File: src/hdl/rtca_pkg.sv
package rtca_pkg;
  // Bus address and direction
  localparam logic [6:0] SLAVE_ADDR = 7'h51;
  localparam logic DIR_READ = 1'b1;
  // Register offsets
  localparam logic [7:0] OFS_CTRL2 = 8'h01;
  localparam logic [7:0] OFS_SEC = 8'h02;
  localparam logic [7:0] OFS_MIN = 8'h03;
  localparam logic [7:0] OFS_HOUR = 8'h04;
  localparam logic [7:0] OFS_DATE = 8'h05;
  localparam logic [7:0] OFS_WDAY = 8'h06;
  localparam logic [7:0] OFS_AMIN = 8'h09;
  localparam logic [7:0] OFS_AHOUR = 8'h0a;
  localparam logic [7:0] OFS_ADATE = 8'h0b;
  localparam logic [7:0] OFS_AWDAY = 8'h0c;
  // Field positions
  localparam int AF_BIT = 3;
  localparam int AIE_BIT = 1;
  localparam int AE_BIT = 7;
  localparam int OSF_BIT = 7;
  // Significant bits of the minute, hour, date and weekday registers
  localparam logic [7:0] MASK_MIN = 8'h7f;
  localparam logic [7:0] MASK_HOUR = 8'h3f;
  localparam logic [7:0] MASK_DATE = 8'h3f;
  localparam logic [7:0] MASK_WDAY = 8'h07;
  localparam logic [7:0] SEC_RST = 8'h80;
  localparam logic [7:0] ZERO8 = 8'h00;
  localparam logic [3:0] BITS_PER_BYTE = 4'h8;
  // Receiver states
  typedef enum logic [2:0] {ST_IDLE, ST_ADDR, ST_ACK, ST_WRITE, ST_READ, ST_RACK, ST_WAIT}
    rtca_state_e;
endpackage : rtca_pkg

File: src/hdl/rtca_slave.sv
`timescale 1ns/100ps
`default_nettype none
module rtca_slave
  import rtca_pkg::*;
#(
  parameter int BUF_DEPTH = 2
)
(
  // Clock and reset
  input wire logic clk,
  input wire logic reset,
  // Serial bus pins
  input wire logic scl_in,
  input wire logic sda_in,
  output logic sda_out,
  output logic sda_oe,
  // Time tick from the counting chain, one cycle per increment
  input wire logic time_tick,
  // Alarm outputs and write refusal pulse
  output logic alarm_irq_n,
  output logic alarm_flag,
  output logic xfer_fail
);

  // Pin synchronisers: two flops each, plus a third delay flop for edge detection
  logic scl_s1_r, scl_s2_r, scl_d_r, sda_s1_r, sda_s2_r, sda_d_r;
  always_ff @(posedge clk)
  begin
    if (reset)
    begin
      scl_s1_r <= 1'b1;
      scl_s2_r <= 1'b1;
      scl_d_r <= 1'b1;
      sda_s1_r <= 1'b1;
      sda_s2_r <= 1'b1;
      sda_d_r <= 1'b1;
    end
    else
    begin
      scl_s1_r <= scl_in;
      scl_s2_r <= scl_s1_r;
      scl_d_r <= scl_s2_r;
      sda_s1_r <= sda_in;
      sda_s2_r <= sda_s1_r;
      sda_d_r <= sda_s2_r;
    end
  end

  // Line events; SDA moving under high SCL is always a condition
  logic scl_rise, scl_fall, start_det, stop_det;
  assign scl_rise = scl_s2_r & ~scl_d_r;
  assign scl_fall = ~scl_s2_r & scl_d_r;
  assign start_det = scl_s2_r & scl_d_r & sda_d_r & ~sda_s2_r;
  assign stop_det = scl_s2_r & scl_d_r & ~sda_d_r & sda_s2_r;

  // Register file
  logic [7:0] sec_r, min_r, hour_r, date_r, wday_r;
  logic [7:0] amin_r, ahour_r, adate_r, awday_r;
  logic aie_r, af_r;
  logic [7:0] ptr_r;

  // Read mux; unmapped offsets read zero
  function automatic logic [7:0] reg_read(input logic [7:0] ofs);
    logic [7:0] v;
    v = ZERO8;
    unique case (ofs)
      OFS_CTRL2:
      begin
        v[AF_BIT] = af_r;
        v[AIE_BIT] = aie_r;
      end
      OFS_SEC: v = sec_r;
      OFS_MIN: v = min_r;
      OFS_HOUR: v = hour_r;
      OFS_DATE: v = date_r;
      OFS_WDAY: v = wday_r;
      OFS_AMIN: v = amin_r;
      OFS_AHOUR: v = ahour_r;
      OFS_ADATE: v = adate_r;
      OFS_AWDAY: v = awday_r;
      default: v = ZERO8;
    endcase
    return v;
  endfunction : reg_read

  // One alarm field: true when disabled or matching
  function automatic logic field_ok(input logic [7:0] alm, input logic [7:0] cur,
                                    input logic [7:0] mask);
    return alm[AE_BIT] | ((alm & mask) == (cur & mask));
  endfunction : field_ok

  // Bus state machine
  rtca_state_e state_r;
  logic [3:0] bit_cnt_r;
  logic [7:0] shift_r;
  logic rw_r, first_r, ack_sent_r;
  logic wr_stb;
  logic [7:0] wr_data;

  // Two-entry buffer between receiver and register file
  logic [7:0] buf_q [BUF_DEPTH];
  logic [$clog2(BUF_DEPTH):0] buf_cnt_r;
  logic buf_rd_ptr_r, buf_wr_ptr_r;
  logic buf_in_valid, buf_in_ready, buf_out_valid, buf_out_ready;
  assign buf_in_ready = (buf_cnt_r != BUF_DEPTH[$clog2(BUF_DEPTH):0]);
  assign buf_out_valid = (buf_cnt_r != '0);
  assign buf_out_ready = 1'b1;
  assign wr_stb = buf_out_valid & buf_out_ready;
  assign wr_data = buf_q[buf_rd_ptr_r];

  logic rx_done;
  assign rx_done = scl_fall && bit_cnt_r == BITS_PER_BYTE;
  // Data byte complete; a full buffer holds back the acknowledge
  assign buf_in_valid = (state_r == ST_WRITE) && rx_done && !first_r;

  always_ff @(posedge clk)
  begin
    if (reset)
    begin
      buf_cnt_r <= '0;
      buf_rd_ptr_r <= 1'b0;
      buf_wr_ptr_r <= 1'b0;
    end
    else
    begin
      if (buf_in_valid && buf_in_ready)
      begin
        buf_q[buf_wr_ptr_r] <= shift_r;
        buf_wr_ptr_r <= ~buf_wr_ptr_r;
      end
      if (wr_stb)
        buf_rd_ptr_r <= ~buf_rd_ptr_r;
      buf_cnt_r <= buf_cnt_r + ((buf_in_valid && buf_in_ready) ? 1'b1 : 1'b0)
                   - (wr_stb ? 1'b1 : 1'b0);
    end
  end

  // Write side pointer, a separate copy that follows queued writes
  logic [7:0] wptr_r;

  // Byte at the read pointer; a process, so register writes re-evaluate it
  logic [7:0] rd_byte;
  always_comb
  begin
    rd_byte = reg_read(ptr_r);
  end

  // Protocol sequencer
  always_ff @(posedge clk)
  begin
    if (reset)
    begin
      state_r <= ST_IDLE;
      bit_cnt_r <= '0;
      shift_r <= ZERO8;
      rw_r <= 1'b0;
      first_r <= 1'b0;
      ack_sent_r <= 1'b0;
      sda_out <= 1'b0;
      sda_oe <= 1'b0;
      xfer_fail <= 1'b0;
      ptr_r <= ZERO8;
    end
    else if (start_det)
    begin
      state_r <= ST_ADDR;
      bit_cnt_r <= '0;
      sda_oe <= 1'b0;
    end
    else if (stop_det)
    begin
      state_r <= ST_IDLE;
      sda_oe <= 1'b0;
    end
    else
    begin
      xfer_fail <= 1'b0;
      if (scl_rise && (state_r == ST_ADDR || state_r == ST_WRITE))
      begin
        shift_r <= {shift_r[6:0], sda_s2_r};
        bit_cnt_r <= bit_cnt_r + 4'h1;
      end
      unique case (state_r)
        ST_IDLE: sda_oe <= 1'b0;
        ST_WAIT: sda_oe <= 1'b0;
        ST_ADDR:
          if (rx_done)
          begin
            if (shift_r[7:1] == SLAVE_ADDR)
            begin
              rw_r <= shift_r[0];
              first_r <= ~shift_r[0];
              sda_out <= 1'b0;
              sda_oe <= 1'b1;
              state_r <= ST_ACK;
            end
            else
              state_r <= ST_IDLE;
          end
        ST_WRITE:
          if (rx_done)
          begin
            bit_cnt_r <= '0;
            if (first_r)
            begin
              ptr_r <= shift_r;
              first_r <= 1'b0;
              sda_out <= 1'b0;
              sda_oe <= 1'b1;
              state_r <= ST_ACK;
            end
            else if (buf_in_ready)
            begin
              ptr_r <= ptr_r + 8'h01;
              sda_out <= 1'b0;
              sda_oe <= 1'b1;
              state_r <= ST_ACK;
            end
            else
            begin
              xfer_fail <= 1'b1;
              state_r <= ST_WAIT;
            end
          end
        ST_ACK:
          if (scl_fall)
          begin
            bit_cnt_r <= '0;
            if (rw_r == DIR_READ)
            begin
              sda_out <= 1'b0;
              shift_r <= {rd_byte[6:0], 1'b0};
              ptr_r <= ptr_r + 8'h01;
              sda_oe <= ~rd_byte[7];
              bit_cnt_r <= 4'h1;
              state_r <= ST_READ;
            end
            else
            begin
              sda_oe <= 1'b0;
              state_r <= ST_WRITE;
            end
          end
        ST_READ:
          if (scl_fall)
          begin
            if (bit_cnt_r == BITS_PER_BYTE)
            begin
              sda_oe <= 1'b0;
              state_r <= ST_RACK;
            end
            else
            begin
              sda_oe <= ~shift_r[7];
              shift_r <= {shift_r[6:0], 1'b0};
              bit_cnt_r <= bit_cnt_r + 4'h1;
            end
          end
        ST_RACK:
          if (scl_rise)
          begin
            if (sda_s2_r)
              state_r <= ST_WAIT;
            else
              state_r <= ST_ACK;
          end
        default: state_r <= ST_IDLE;
      endcase
    end
  end

  // Write pointer tracks ptr_r for queued data bytes
  always_ff @(posedge clk)
  begin
    if (reset)
      wptr_r <= ZERO8;
    else if (state_r == ST_WRITE && rx_done && first_r)
      wptr_r <= shift_r;
    else if (wr_stb)
      wptr_r <= wptr_r + 8'h01;
  end

  // Time, alarm and control registers, written by host; ticks come from outside
  always_ff @(posedge clk)
  begin
    if (reset)
    begin
      sec_r <= SEC_RST;
      min_r <= ZERO8;
      hour_r <= ZERO8;
      date_r <= ZERO8;
      wday_r <= ZERO8;
      amin_r <= ZERO8;
      ahour_r <= ZERO8;
      adate_r <= ZERO8;
      awday_r <= ZERO8;
      aie_r <= 1'b0;
    end
    else if (wr_stb)
    begin
      unique case (wptr_r)
        OFS_CTRL2: aie_r <= wr_data[AIE_BIT];
        OFS_SEC: sec_r <= wr_data;
        OFS_MIN: min_r <= wr_data & MASK_MIN;
        OFS_HOUR: hour_r <= wr_data & MASK_HOUR;
        OFS_DATE: date_r <= wr_data & MASK_DATE;
        OFS_WDAY: wday_r <= wr_data & MASK_WDAY;
        OFS_AMIN: amin_r <= wr_data;
        OFS_AHOUR: ahour_r <= wr_data;
        OFS_ADATE: adate_r <= wr_data;
        OFS_AWDAY: awday_r <= wr_data;
        default: ;
      endcase
    end
  end

  // Alarm compare; a new match only counts on a time tick
  logic match, match_d_r, af_clr;
  assign match = field_ok(amin_r, min_r, MASK_MIN) & field_ok(ahour_r, hour_r, MASK_HOUR)
               & field_ok(adate_r, date_r, MASK_DATE) & field_ok(awday_r, wday_r, MASK_WDAY);
  assign af_clr = wr_stb && wptr_r == OFS_CTRL2 && !wr_data[AF_BIT];

  // Flag set wins over clear in the same cycle
  always_ff @(posedge clk)
  begin
    if (reset)
    begin
      af_r <= 1'b0;
      match_d_r <= 1'b0;
    end
    else
    begin
      if (time_tick)
        match_d_r <= match;
      if (time_tick && match && !match_d_r)
        af_r <= 1'b1;
      else if (af_clr)
        af_r <= 1'b0;
    end
  end

  // Outputs straight from flops
  always_ff @(posedge clk)
  begin
    if (reset)
    begin
      alarm_irq_n <= 1'b1;
      alarm_flag <= 1'b0;
    end
    else
    begin
      alarm_irq_n <= ~(af_r & aie_r);
      alarm_flag <= af_r;
    end
  end

endmodule : rtca_slave
`default_nettype wire

File: config.mk
export PLATFORM = sky130hd
export DESIGN_NAME = rtca_slave
export DESIGN_NICKNAME = d
export VERILOG_FILES = /design/src/hdl/rtca_pkg.sv /design/src/hdl/rtca_slave.sv
export SDC_FILE = /design/constraint.sdc
export NUM_CORES = 1
export LEC_CHECK = 0
export BUFFER_PORTS_ARGS = -buffer_cell sky130_fd_sc_hd__clkbuf_2
export CAP_MARGIN = 20
export CELL_PAD_IN_SITES_DETAIL_PLACEMENT = 1
export CELL_PAD_IN_SITES_GLOBAL_PLACEMENT = 2
export CORE_MARGIN = 4
export CORE_UTILIZATION = 40
export DETAILED_ROUTE_END_ITERATION = 12
export HOLD_SLACK_MARGIN = 0.08
export PLACE_DENSITY = 0.76
export SYNTH_ARGS = -nofsm -noshare
export SYNTH_HDL_FRONTEND = slang
export SYNTH_SLANG_ARGS = --single-unit
File: constraint.sdc
create_clock -name clk -period 3.59 [get_ports clk]
set_clock_uncertainty 0.1 [all_clocks]
set_input_delay 0.5385 -clock clk [delete_from_list [all_inputs] [get_ports clk]]
set_output_delay 0.5385 -clock clk [all_outputs]
set_load 0.005 [all_outputs]
---- After elaboration in Yosys (flattened, before gate mapping) ----
Memories as Yosys holds them, arrays and structs flattened. A register that Yosys moved wholly into a read port is not among the register bits.
Cells that the tools add are included.
cells by class
  bitwise gates (word level) .............. 28
  equal/unequal tests ..................... 49
  reductions and logical operators ........ 43
  add/sub/neg operators ................... 5
  mux-type cells .......................... 75
operators by type and width
  kind                                                              number
  8-bit two-way mux                                                 12
  8-bit by 4-bit == test with 1-bit output (second input constant)  8
  8-bit by 3-bit == test with 1-bit output (second input constant)  6
  1-bit two-way mux                                                 35
  8-bit by 2-bit == test with 1-bit output (second input constant)  4
  4-bit case mux with 8 select lines                                1
  8-bit case mux with 2 select lines                                2
  3-bit two-way mux                                                 10
  7-bit AND reduction                                               4
  1-bit case mux with 9 select lines                                3
  4-bit inequality test (second input constant)                     6
  2-bit AND reduction                                               11
  4-bit two-way mux                                                 5
  3-bit case mux with 6 select lines                                1
  8-bit by 1-bit adder with 8-bit output (second input constant)    2
  8-bit by 1-bit == test with 1-bit output (second input constant)  2
  2-bit inequality test (second input constant)                     8
  1-bit inverter                                                    13
  6-bit == test                                                     2
  4-bit case mux with 3 select lines                                1
  1-bit AND                                                         11
  1-bit logical AND                                                 10
  1-bit case mux with 10 select lines                               1
  2-bit nonzero test                                                5
  other kinds (28)                                                  37
word-level totals
  memories ................................ 1
  output and inout port bits .............. 5
  input bits .............................. 5
  register bits after elaboration ......... 113
  RAM bits ................................ 16
memories
  memory  depth  bits a word  rd ports  clocked after Yosys merged registers in  write ports  line               text
  buf_q   2      8            1         1                                        1            rtca_slave.sv:101  logic [7:0] buf_q [BUF_DEPTH];

---- Logic depth before layout (Yosys ltp) ----
Gate-level depths: netlist of the first run.
  word-level depth ........................ 9
  mapped depth ............................ 9
  mapped depth without buffers ............ 7

---- Worst setup path before layout of the first run ----
No wires, ideal clock.
  kind .................................... register to register
  from .................................... register bit_cnt_r[0]
  to ...................................... memory buf_q[1][0] (enable)
  slack ................................... 1.056 ns
  required time ........................... 3.105 ns
  path buffers ............................ 0
  stages on the path, launching flop included .. 7
  arrival time ............................ 2.048 ns
  path through ............................ dfxtp_1 > inv_1 > ha_1 > and3b_1 > nand2_1 > or4_1 > nor3b_1
on the way
  word-level cells in the longest chain between the ends .. 8
RTL lines
  element                                  line               text
  start: declaration                       rtca_slave.sv:94   logic [3:0] bit_cnt_r;
  start signal: assignment                 rtca_slave.sv:181  bit_cnt_r <= bit_cnt_r + 4'h1;
  start signal: assignment                 rtca_slave.sv:256  bit_cnt_r <= bit_cnt_r + 4'h1;
  4-bit == test                            rtca_slave.sv:112  assign rx_done = scl_fall && bit_cnt_r == BITS_PER_BYTE;
  1-bit logical AND                        rtca_slave.sv:112
  1-bit logical AND (2 in a row)           rtca_slave.sv:114  assign buf_in_valid = (state_r == ST_WRITE) && rx_done && !first_r;
  1-bit logical AND                        rtca_slave.sv:126  if (buf_in_valid && buf_in_ready)
  1-bit two-way mux                        rtca_slave.sv:126
  1-bit two-way mux                        rtca_slave.sv:118  if (reset)
  1-bit two-way mux (not written as such)  rtca_slave.sv:128  buf_q[buf_wr_ptr_r] <= shift_r;
  end: declaration                         rtca_slave.sv:101
Every way passes these cells.

---- Worst setup path after layout of the first run ----
  from .................................... register ptr_r[0]
  to ...................................... register shift_r[3]
on the way
  word-level cells in the longest chain between the ends .. 5
  elaborated cells between the ends (all ways) .. 13
RTL lines
  element                                                                 line               text
  start: declaration                                                      rtca_slave.sv:60   logic [7:0] ptr_r;
  start signal: assignment                                                rtca_slave.sv:206  ptr_r <= shift_r;
  start signal: assignment                                                rtca_slave.sv:214  ptr_r <= ptr_r + 8'h01;
  start signal: assignment                                                rtca_slave.sv:233  ptr_r <= ptr_r + 8'h01;
  8-bit by 4-bit == test with 1-bit output, or another cell as far along  rtca_slave.sv:66   unique case (ofs)
  1-bit case mux with 9 select lines (*)                                  rtca_slave.sv:66
  8-bit two-way mux (*)                                                   rtca_slave.sv:229  if (rw_r == DIR_READ)
  8-bit two-way mux (*)                                                   rtca_slave.sv:226  if (scl_fall)
  8-bit case mux with 2 select lines (*)                                  rtca_slave.sv:183  unique case (state_r)
  end signal: assignment                                                  rtca_slave.sv:180  shift_r <= {shift_r[6:0], sda_s2_r};
  end signal: assignment                                                  rtca_slave.sv:232  shift_r <= {rd_byte[6:0], 1'b0};
  end signal: assignment                                                  rtca_slave.sv:255  shift_r <= {shift_r[6:0], 1'b0};
  end: declaration                                                        rtca_slave.sv:95   logic [7:0] shift_r;
Mark *: on every way between the ends. The rest lies on a longest branch, timed or not.
A chain may end at the register's enable or synchronous reset.

==> results, run 1 <==
- The placed wire-length estimate is 13540 microns.
- The sequential standard cell area is 2743 sq um.
- The run finished with clean final reports.
- The share of total power dissipated in sequential elements is 0.440.
- The average wire length per cell after detail routing is around 21 microns.
- STA classifies the critical path startpoint as a register.
- The first global-routing pass estimated 31450 microns of wire.
- The clock network power share is 0.541.
- The number of H-tree branching levels is 4.
- IR analysis of the VDD net gives a maximum drop of 336.5 uV.
- The critical setup path kind is register to register.
- The kind of end point of the critical path is a register.
- The mean post-synth cell area is about 9.0 sq um.
- The proportion of register bits with asynchronous set or reset after synthesis is 0.
- Entering global routing, the biggest net connects 68 pins.
- The via count of the first global-routing pass is 5543.
- During placement, the flow inserted port buffers numbering 8.
- The TritonCTS clock tree is built.
- 10 I/O pins were placed.
- The slew of the pin with the lowest slew margin is 1.176 ns.
- The clock period minus worst slack is 2.580 ns.
- Post-CTS timing repair inserted 0 buffers for setup.
- The number of clock sinks is 129.
- Counting both buffers and inverters, the worst setup path holds a total of 1.
- Broken down by cell family, the worst path's largest delay share belongs to compound AO/OA/AOI/OAI gates.
- The highest clock frequency the design can meet is 387.5 MHz.
- The register with the most flip-flops in the final layout is buf_q.
- Setup repair after global routing left no endpoint under its margin.
- TritonCTS created 17 clock buffers.
- After detailed placement, the design holds a cell count of about 890.
- The number of remaining DRC errors is 0.
- Among all cell types in the netlist, the one instantiated most often is dfxtp_1.
- During synthesis, Yosys emitted a total of 0 warnings.
- The share of synthesized area in the top cell type comes to 0.3565.
- Measured on the finished design, the core utilization comes to 0.4640.
- The maximum single-stage delay on the critical path is about 0.85 ns.
- The register with the most flip-flops in the layout has 16 of them.
- The total detailed-routing wirelength is roughly 20000 microns.
- After synthesis the netlist holds a flip-flop and latch count of approximately 130.
- The initial antenna violation count is 0.
- The final cell area excluding filler cells is 7132 sq um.
- The tree is rooted in a clkbuf_16.
- The count of nets left with antenna violations once routing finished came out at 0.
- At the end of routability-driven placement, the weighted congestion stood at 0.8630.
- The die area is around 18000 sq um.
- Using the TritonRoute via totals, the vias-per-cell ratio works out to 5.857.
- The count of unique library cells instantiated by Yosys is 80.
- Summing all placed instances gives a cell area of 6507 sq um.
- Relative to the synthesized area, the layout overhead comes to 12.38%.
- The site row count is 45.
- The clock latency on the worst-skew pair is 0.42 ns.
- After clock tree synthesis, the repair step resized 0 gates.
- The total of fill cells in the finished design is 1739.
- The filler-free cell count of the finished design is 919.
- The fraction of power spent switching nets is 0.2112.
- The cell type with the largest total area after synthesis is dfxtp_1.
- The total power per unit cell area is roughly 470 nW/um^2.
- The overall die height is 134.0 microns.
- For this design the total switching power over the nets is 0.7102 mW.
- The final count of hold timing violations is 0.
- The routed via count is about 5400.
- In this run the cell area of the synthesized design comes to 6346 sq um.
- The headroom to the max-slew limit is 0.1936.
- The repair_antennas step left the layout with diodes totalling 0.
- The largest buffer count on any clock path is 2.
- In this run, synthesis inferred 16 flip-flops with an integrated enable.
- Walking the worst path, the cells encountered are inv_1 -> ha_1 -> a2111oi_0 -> a2111oi_2 -> o211ai_1 -> a31oi_1.
- The required time of the critical path is 3.77 ns.
- Summing all multi-input logic gate instances after layout gives approximately 3300 sq um.
- The number of hold buffers added after CTS was 0.
- The worst min-delay path class is primary input to register.
- The first TritonRoute pass finished after 6 iterations.
- The flip-flop cell with the highest count after synthesis is dfxtp_1.
- Of the synthesized area, sequential elements account for 0.4322.
- After global routing the overflow that remains totals 0.
- The cell with the largest stage delay on the worst path is a2111oi_0.
- The combinational cell fraction of total power is 0.019.
- The tool flagged a number of max-cap violations equal to 0.
- In the final layout, the share of cells above drive strength 1 is 0.1088.
- In this run the static leakage power is around 2.5 nW.
- The total number of nets in the final design is between 700 and 800.
- In this run the worst path has a maximum fanout of 21.
- In the global route stage, overall resource usage came out at 0.2255.
- The data arrival at the endpoint of the critical path is about 2.8 ns.
- The final-report max-slew violation count is 0.
- The detailed router's first-iteration violation count is ~400.
- In the final timing run, aggregate negative setup slack is 0 ns.
- In the post-synthesis netlist, the biggest area contributors are dfxtp_1 36%, a211oi_1 8.9%, edfxtp_1 7.6%.
- Internal power comes to 2.652 mW.
- The final period utilization is 0.7188.
- The clock transition at the registers of the reported paths is 0.06 ns.
- Synthesis produced a netlist whose cell count is a little over 700.
- Sorting the synthesized cells by how often they occur yields 113 x dfxtp_1, 107 x nor2_1, 75 x a211oi_1.
- Setup violations remaining at the end of the flow were counted as 0.
- The placeable core area is 15370 sq um.
- The initial core utilization is 0.4129.
- The number of nets handed over by synthesis was roughly 700.
- The floorplan step set the die width to 134.0 microns.
==> power by group through the flow <==
stage	sequential, mW	clock, mW	combinational, mW
final	1.48	1.82	0.0648
after global routing	1.48	1.92	0.0708
after CTS	1.48	1.85	0.0659
after detailed placement	1.51	0	0.0653
after global placement	1.51	0	0.0635
after floorplan	1.50	0	0.0508
==> placed cells by master (no fill, tap or decap), types with 6 or more instances in the layout <==
cell type and instances:
nand2_1 40, a222oi_1 7, ha_1 11, nand4_1 6
mux2i_1 16, o211ai_1 6, nor2_1 107, nor3_1 13
buf_4 15, clkbuf_16 18, a211oi_1 75, nor4_1 9
edfxtp_1 16, nand3_1 20, inv_1 16, xnor2_1 11
o21ai_0 14, nor2b_1 13, dfxtp_1 113, clkbuf_2 7
a31oi_1 10, a21oi_1 21, xor2_1 20, a221oi_1 6
or2_2 7
==> path summary, 6_finish.rpt <==
path	startpoint	to	slack, ns	cells past startpoint
setup / recovery	ptr_r[0]$_SDFFE_PP0P_	shift_r[3]$_SDFFE_PP0P_	1.01	6
setup reg to reg	ptr_r[0]$_SDFFE_PP0P_	shift_r[3]$_SDFFE_PP0P_	1.01	6
hold / removal	sda_in	sda_s1_r$_SDFF_PP1_	0.20	2
hold reg to reg	sda_s1_r$_SDFF_PP1_	sda_s2_r$_SDFF_PP1_	0.31	1
==> stage by stage <==
stage | power, mW | worst slack [ns] | hold WS, ns
after floorplan | 1.554 | 1.056 | 0.2700
after global placement | 1.573 | 1.182 | 0.2936
after detailed placement | 1.575 | 1.052 | 0.2981
after CTS | 3.392 | 1.027 | 0.1864
after global routing | 3.473 | 0.7555 | 0.1889
final | 3.362 | 1.010 | 0.2020
==> layout make-up <==
class,count,area share
clock inverter,10,0.01842
timing repair buffer,22,0.02070
tap,211,0.03702
multi-input combinational,509,0.4628
clock buffer,22,0.06807
sequential,129,0.3846
inverter,16,0.008421
==> worst register-to-register path, delay by kind of cell, from the launching register on <==
kind	cells	cell delay, ns
DFF	1	0.45
adders and majority gates	1	0.51
buffers and inverters	1	0.10
AOI/OAI and AO/OA	4	1.28
==> per-layer routing <==
layer / vias up / GRT usage / share of wire
met4: 0 / 0.05543 / 0.013
met1: 2680 / 0.2844 / 0.45
met5: - / 0 / 0
met3: 18 / 0.04464 / 0.032
li1: 2582 / - / -
met2: 103 / 0.3967 / 0.51
==> kinds of logic after synthesis <==
group / synth area share
AO/OA/AOI/OAI: 0.2198
XOR/XNOR: 0.04278
adder cells (fa/ha/maj): 0.02169
buffers and inverters: 0.04771
flip-flops: 0.4322
multiplexers: 0.03766
other: 0.0005909
AND/OR/NAND/NOR: 0.1976
Note: power is estimated with default switching activity, not from simulation.
==> run 2, diff against run 1 <==
--- a/config.mk
+++ b/config.mk
@@ -10,10 +10,10 @@
 export CELL_PAD_IN_SITES_DETAIL_PLACEMENT = 1
 export CELL_PAD_IN_SITES_GLOBAL_PLACEMENT = 2
 export CORE_MARGIN = 4
-export CORE_UTILIZATION = 40
+export CORE_UTILIZATION = 36
 export DETAILED_ROUTE_END_ITERATION = 12
 export HOLD_SLACK_MARGIN = 0.08
-export PLACE_DENSITY = 0.76
+export PLACE_DENSITY = 0.72
 export SYNTH_ARGS = -nofsm -noshare
 export SYNTH_HDL_FRONTEND = slang
 export SYNTH_SLANG_ARGS = --single-unit
==> constraint.sdc (replaced) <==
create_clock -name clk -period 2.15 [get_ports clk]
set_clock_uncertainty 0.1 [all_clocks]
set_input_delay 0.3225 -clock clk [delete_from_list [all_inputs] [get_ports clk]]
set_output_delay 0.3225 -clock clk [all_outputs]
set_load 0.005 [all_outputs]
==> run 2 against run 1 <==
  * Power rose by 64%
  * Non-clock buffer count rose by 58
  * Critical path depth down 1
  * Clock power is 59% higher
  * First-iteration DRC count up 9.0%
  * Sequential share of layout area decreased by 2.7 points
  * Fmax grew 25%
  * Wire length grew 5.6%
  * Critical path type unchanged
==> results, run 2 (synthesis results as in run 1) <==
- The final antenna-violating net count is 0 (unchanged).
- The total power per unit cell area is 714.9 nW/um^2 (+52%).
- The placeable core area is 17300 sq um (+13%).
- The number of clock sinks was 129 (unchanged).
- The number of placed I/O pins is 10 (unchanged).
- The slew of the pin with the lowest slew margin was 0.5730 ns (-0.6030 ns).
- More flip-flops sit in one register than any other, and that register is buf_q.
- The via count of the first global-routing pass is 5922 (+6.8%).
- The detailed router's first-iteration violation count is 446 (+9.0%).
- The count of inserted antenna diode cells is 0 (unchanged).
- The worst min-delay path class is primary input to register.
- The site row count came to 48 (+6.7%).
- The setup violation total in the final timing report was 0 (unchanged).
- Setup repair after global routing could not meet its margin everywhere.
- The initial antenna violation count is 0 (unchanged).
- The met2 layer usage reported by global route came to 0.3775 (-0.01917).
- The number of H-tree branching levels is 4 (unchanged).
- The utilization after layout was 0.4450 (-0.01903).
- The average wire length per cell after detail routing is 20.94 microns (-2.0%).
- The total detailed-routing wirelength is 20730 microns (+5.6%).
- The placed wire-length estimate is 15060 microns (+11%).
- The number of optimization iterations in the first detailed-route pass is 5 (-1).
- The kind of end point of the critical path is a register.
- The setup slack of the critical path after layout is 0.08174 ns (-0.9278 ns).
- The total routing usage reported by global routing is 0.2170 (-0.008546).
- The ratio of cells with drive above 1 in the final layout came to 0.1895 (+0.08079).
- The final weighted congestion in routability-driven placement is 0.8518 (-1.3%).
- The largest buffer count on any clock path is 2 (unchanged).
- The critical path in this run is classified as register to register.
- The maximum number of pins on one net before global-route repair is 49 (-28%).
- The destination of the worst register-to-register timing path is sda_oe$_SDFFE_PP0P_.
- The data arrival at the endpoint of the critical path is 2.30 ns (-0.46 ns).
- The clock period minus worst slack is 2.068 ns (-0.5122 ns).
- The total of fill cells in the finished design is 1997 (+15%).
- TritonCTS built the clock tree.
- In the layout the commonest cells are 109 x dfxtp_1, 107 x nor2_1, 75 x a211oi_1.
- The worst setup slack before clock tree synthesis is -0.05401 ns (-1.106 ns).
- The critical path launch point type is a register.
- The end of the worst hold path is sec_r[7]$_SDFFE_PP1P_.
- The worst hold path begins at reset.
- The length in cells of the worst reg-to-reg path is 5 (-1).
- The max-cap check violation count is 0 (unchanged).
- The global routing met3 resource utilization is 0.03867 (-0.005966).
- The routing usage on met1 is 0.2671 (-0.01730).
- The clock latency on the worst-skew pair is 0.43 ns (about the same).
- The final period utilization is 0.9620 (+0.2432).
- The reg-to-reg critical path startpoint is shift_r[4]$_SDFFE_PP0P_.
- The worst IR drop on VDD is 485.4 uV (+44%).
- The count of input and output buffers is 8 (unchanged).
- The multi-input logic area is 3402 sq um (+3.1%).
- The number of flip-flops under the largest register name is 16 (unchanged).
- Leaving out fill and tap cells, the most frequent cell in the layout is dfxtp_1.
- The run finished with clean final reports.
- The die area is 19820 sq um (+10%).
- The required time of the critical path is 2.38 ns (-1.39 ns).
- The routed via count is 5665 (+5.2%).
- The reg-to-reg setup timing slack came to 0.08 ns (-0.93 ns).
- The die width is 140.8 microns (+5.1%).
- From synthesis to final layout, the design area changed by 21.27%.
- The peak fanout along the critical path came to 2 (-90%).
- The wire length of the first global-routing pass is 33550 microns (+6.7%).
- The total CTS buffers is 17 (unchanged).
- The leakage power was 2.781 nW (+13%).
- The clock root buffer is clkbuf_16.
- The final-report max-slew violation count is 0 (unchanged).
- The number of remaining DRC errors is 0 (unchanged).
- The total number of nets in the final design is 769 (+8.2%).
- met2 is the most crowded layer.
- The initial core utilization is 0.3669 (-0.04596).
- The final count of hold timing violations is 0 (unchanged).
- The highest clock frequency the design can meet came to 483.5 MHz (+25%).
- The clock transition at the registers of the reported paths is 0.06 ns (about the same).
- The average via count per standard cell is 5.722 (-2.3%).
- The residual overflow from global routing came to 0 (unchanged).
- The overall die height is 140.8 microns (+5.1%).
- The headroom to the max-slew limit came to 0.6145 (+0.4209).
- The hold path depth came to 3 (+1).
- The sequential standard cell area is 2750 sq um (+0.27%).
==> run 2: changes by cell type in the layout (fill, tap and decap cells not counted), moves of 3 or more <==
cell      previous run  this run
buf_4               15        68
clkbuf_1             2         5
dfxtp_1            113       109
dfxtp_2              0         3
ha_1                11         8
ha_4                 0         3
==> run 2: metal layers <==
| layer | wire (microns) | vias up |
|---|---|---|
| met3 | 586 | 35 |
| met4 | 567 | 0 |
| met1 | 8996 | 2815 |
| met5 | 0 | - |
| li1 | - | 2704 |
| met2 | 10580 | 111 |
==> run 2: metrics by stage <==
stage	instances	setup TNS (ns)	area, sq um	total power [mW]	hold WS, ns
3_5_place_dp	955	-0.5726	7007	2.646	0.3041
6_report	990	0	7696	5.502	0.1901
4_1_cts	990	0	7640	5.579	0.1737
2_1_floorplan	705	0	6390	2.596	0.2700
3_3_place_gp	955	-0.1311	7007	2.644	0.2985
5_1_grt	990	-0.1746	7696	5.709	0.2206
==> run 2: worst max-delay path by stage <==
stage	start	endpoint	slack [ns]	depth (start not counted)
final	shift_r[4]$_SDFFE_PP0P_	sda_oe$_SDFFE_PP0P_	0.08	5
after global routing	ptr_r[0]$_SDFFE_PP0P_	shift_r[3]$_SDFFE_PP0P_	-0.06	7
after CTS	ptr_r[1]$_SDFFE_PP0P_	shift_r[3]$_SDFFE_PP0P_	0.007	7
after detailed placement	bit_cnt_r[0]$_SDFFE_PP0N_	buf_q[0][3]$_DFFE_PP_	-0.05	6
after global placement	amin_r[5]$_SDFFE_PP0P_	af_r$_SDFFE_PP0P_	-0.09	6
after floorplan	bit_cnt_r[0]$_SDFFE_PP0N_	buf_q[1][0]$_DFFE_PP_	0.01	6
==> run 2: layout make-up <==
class / instances / area share
Clock buffer: 26 / 0.06633
Clock inverter: 5 / 0.009755
Inverter: 16 / 0.007804
Multi-Input combinational cell: 509 / 0.4420
Sequential cell: 129 / 0.3573
Tap cell: 225 / 0.03658
Timing Repair Buffer: 80 / 0.08015
==> run 2: timing repair <==
item | 4_1_cts | 5_1_grt
pin swaps | 2 | 4
buffers inserted | 2 | 0
setup endpoints to repair | 22 | 13
hold buffers | 2 | 0
resized for setup | 3 | 10
hold endpoints to repair | 2 | 0
==> run 2: worst max-delay path, stage by stage (launching register included) <==
cell,delay [ns]
dfxtp_1,0.35
or4b_4,0.55
nor3_4,0.25
o41ai_1,0.11
or4_1,0.47
o32ai_1,0.13
==> run 2: power by group <==
group | internal (mW) | switching (mW) | leakage (nW) | total (mW)
registers | 2.45 | 0.0101 | 1.06 | 2.46
clock network | 1.86 | 1.05 | 0.289 | 2.90
logic | 0.0493 | 0.0927 | 1.43 | 0.142
total | 4.35 | 1.15 | 2.78 | 5.50
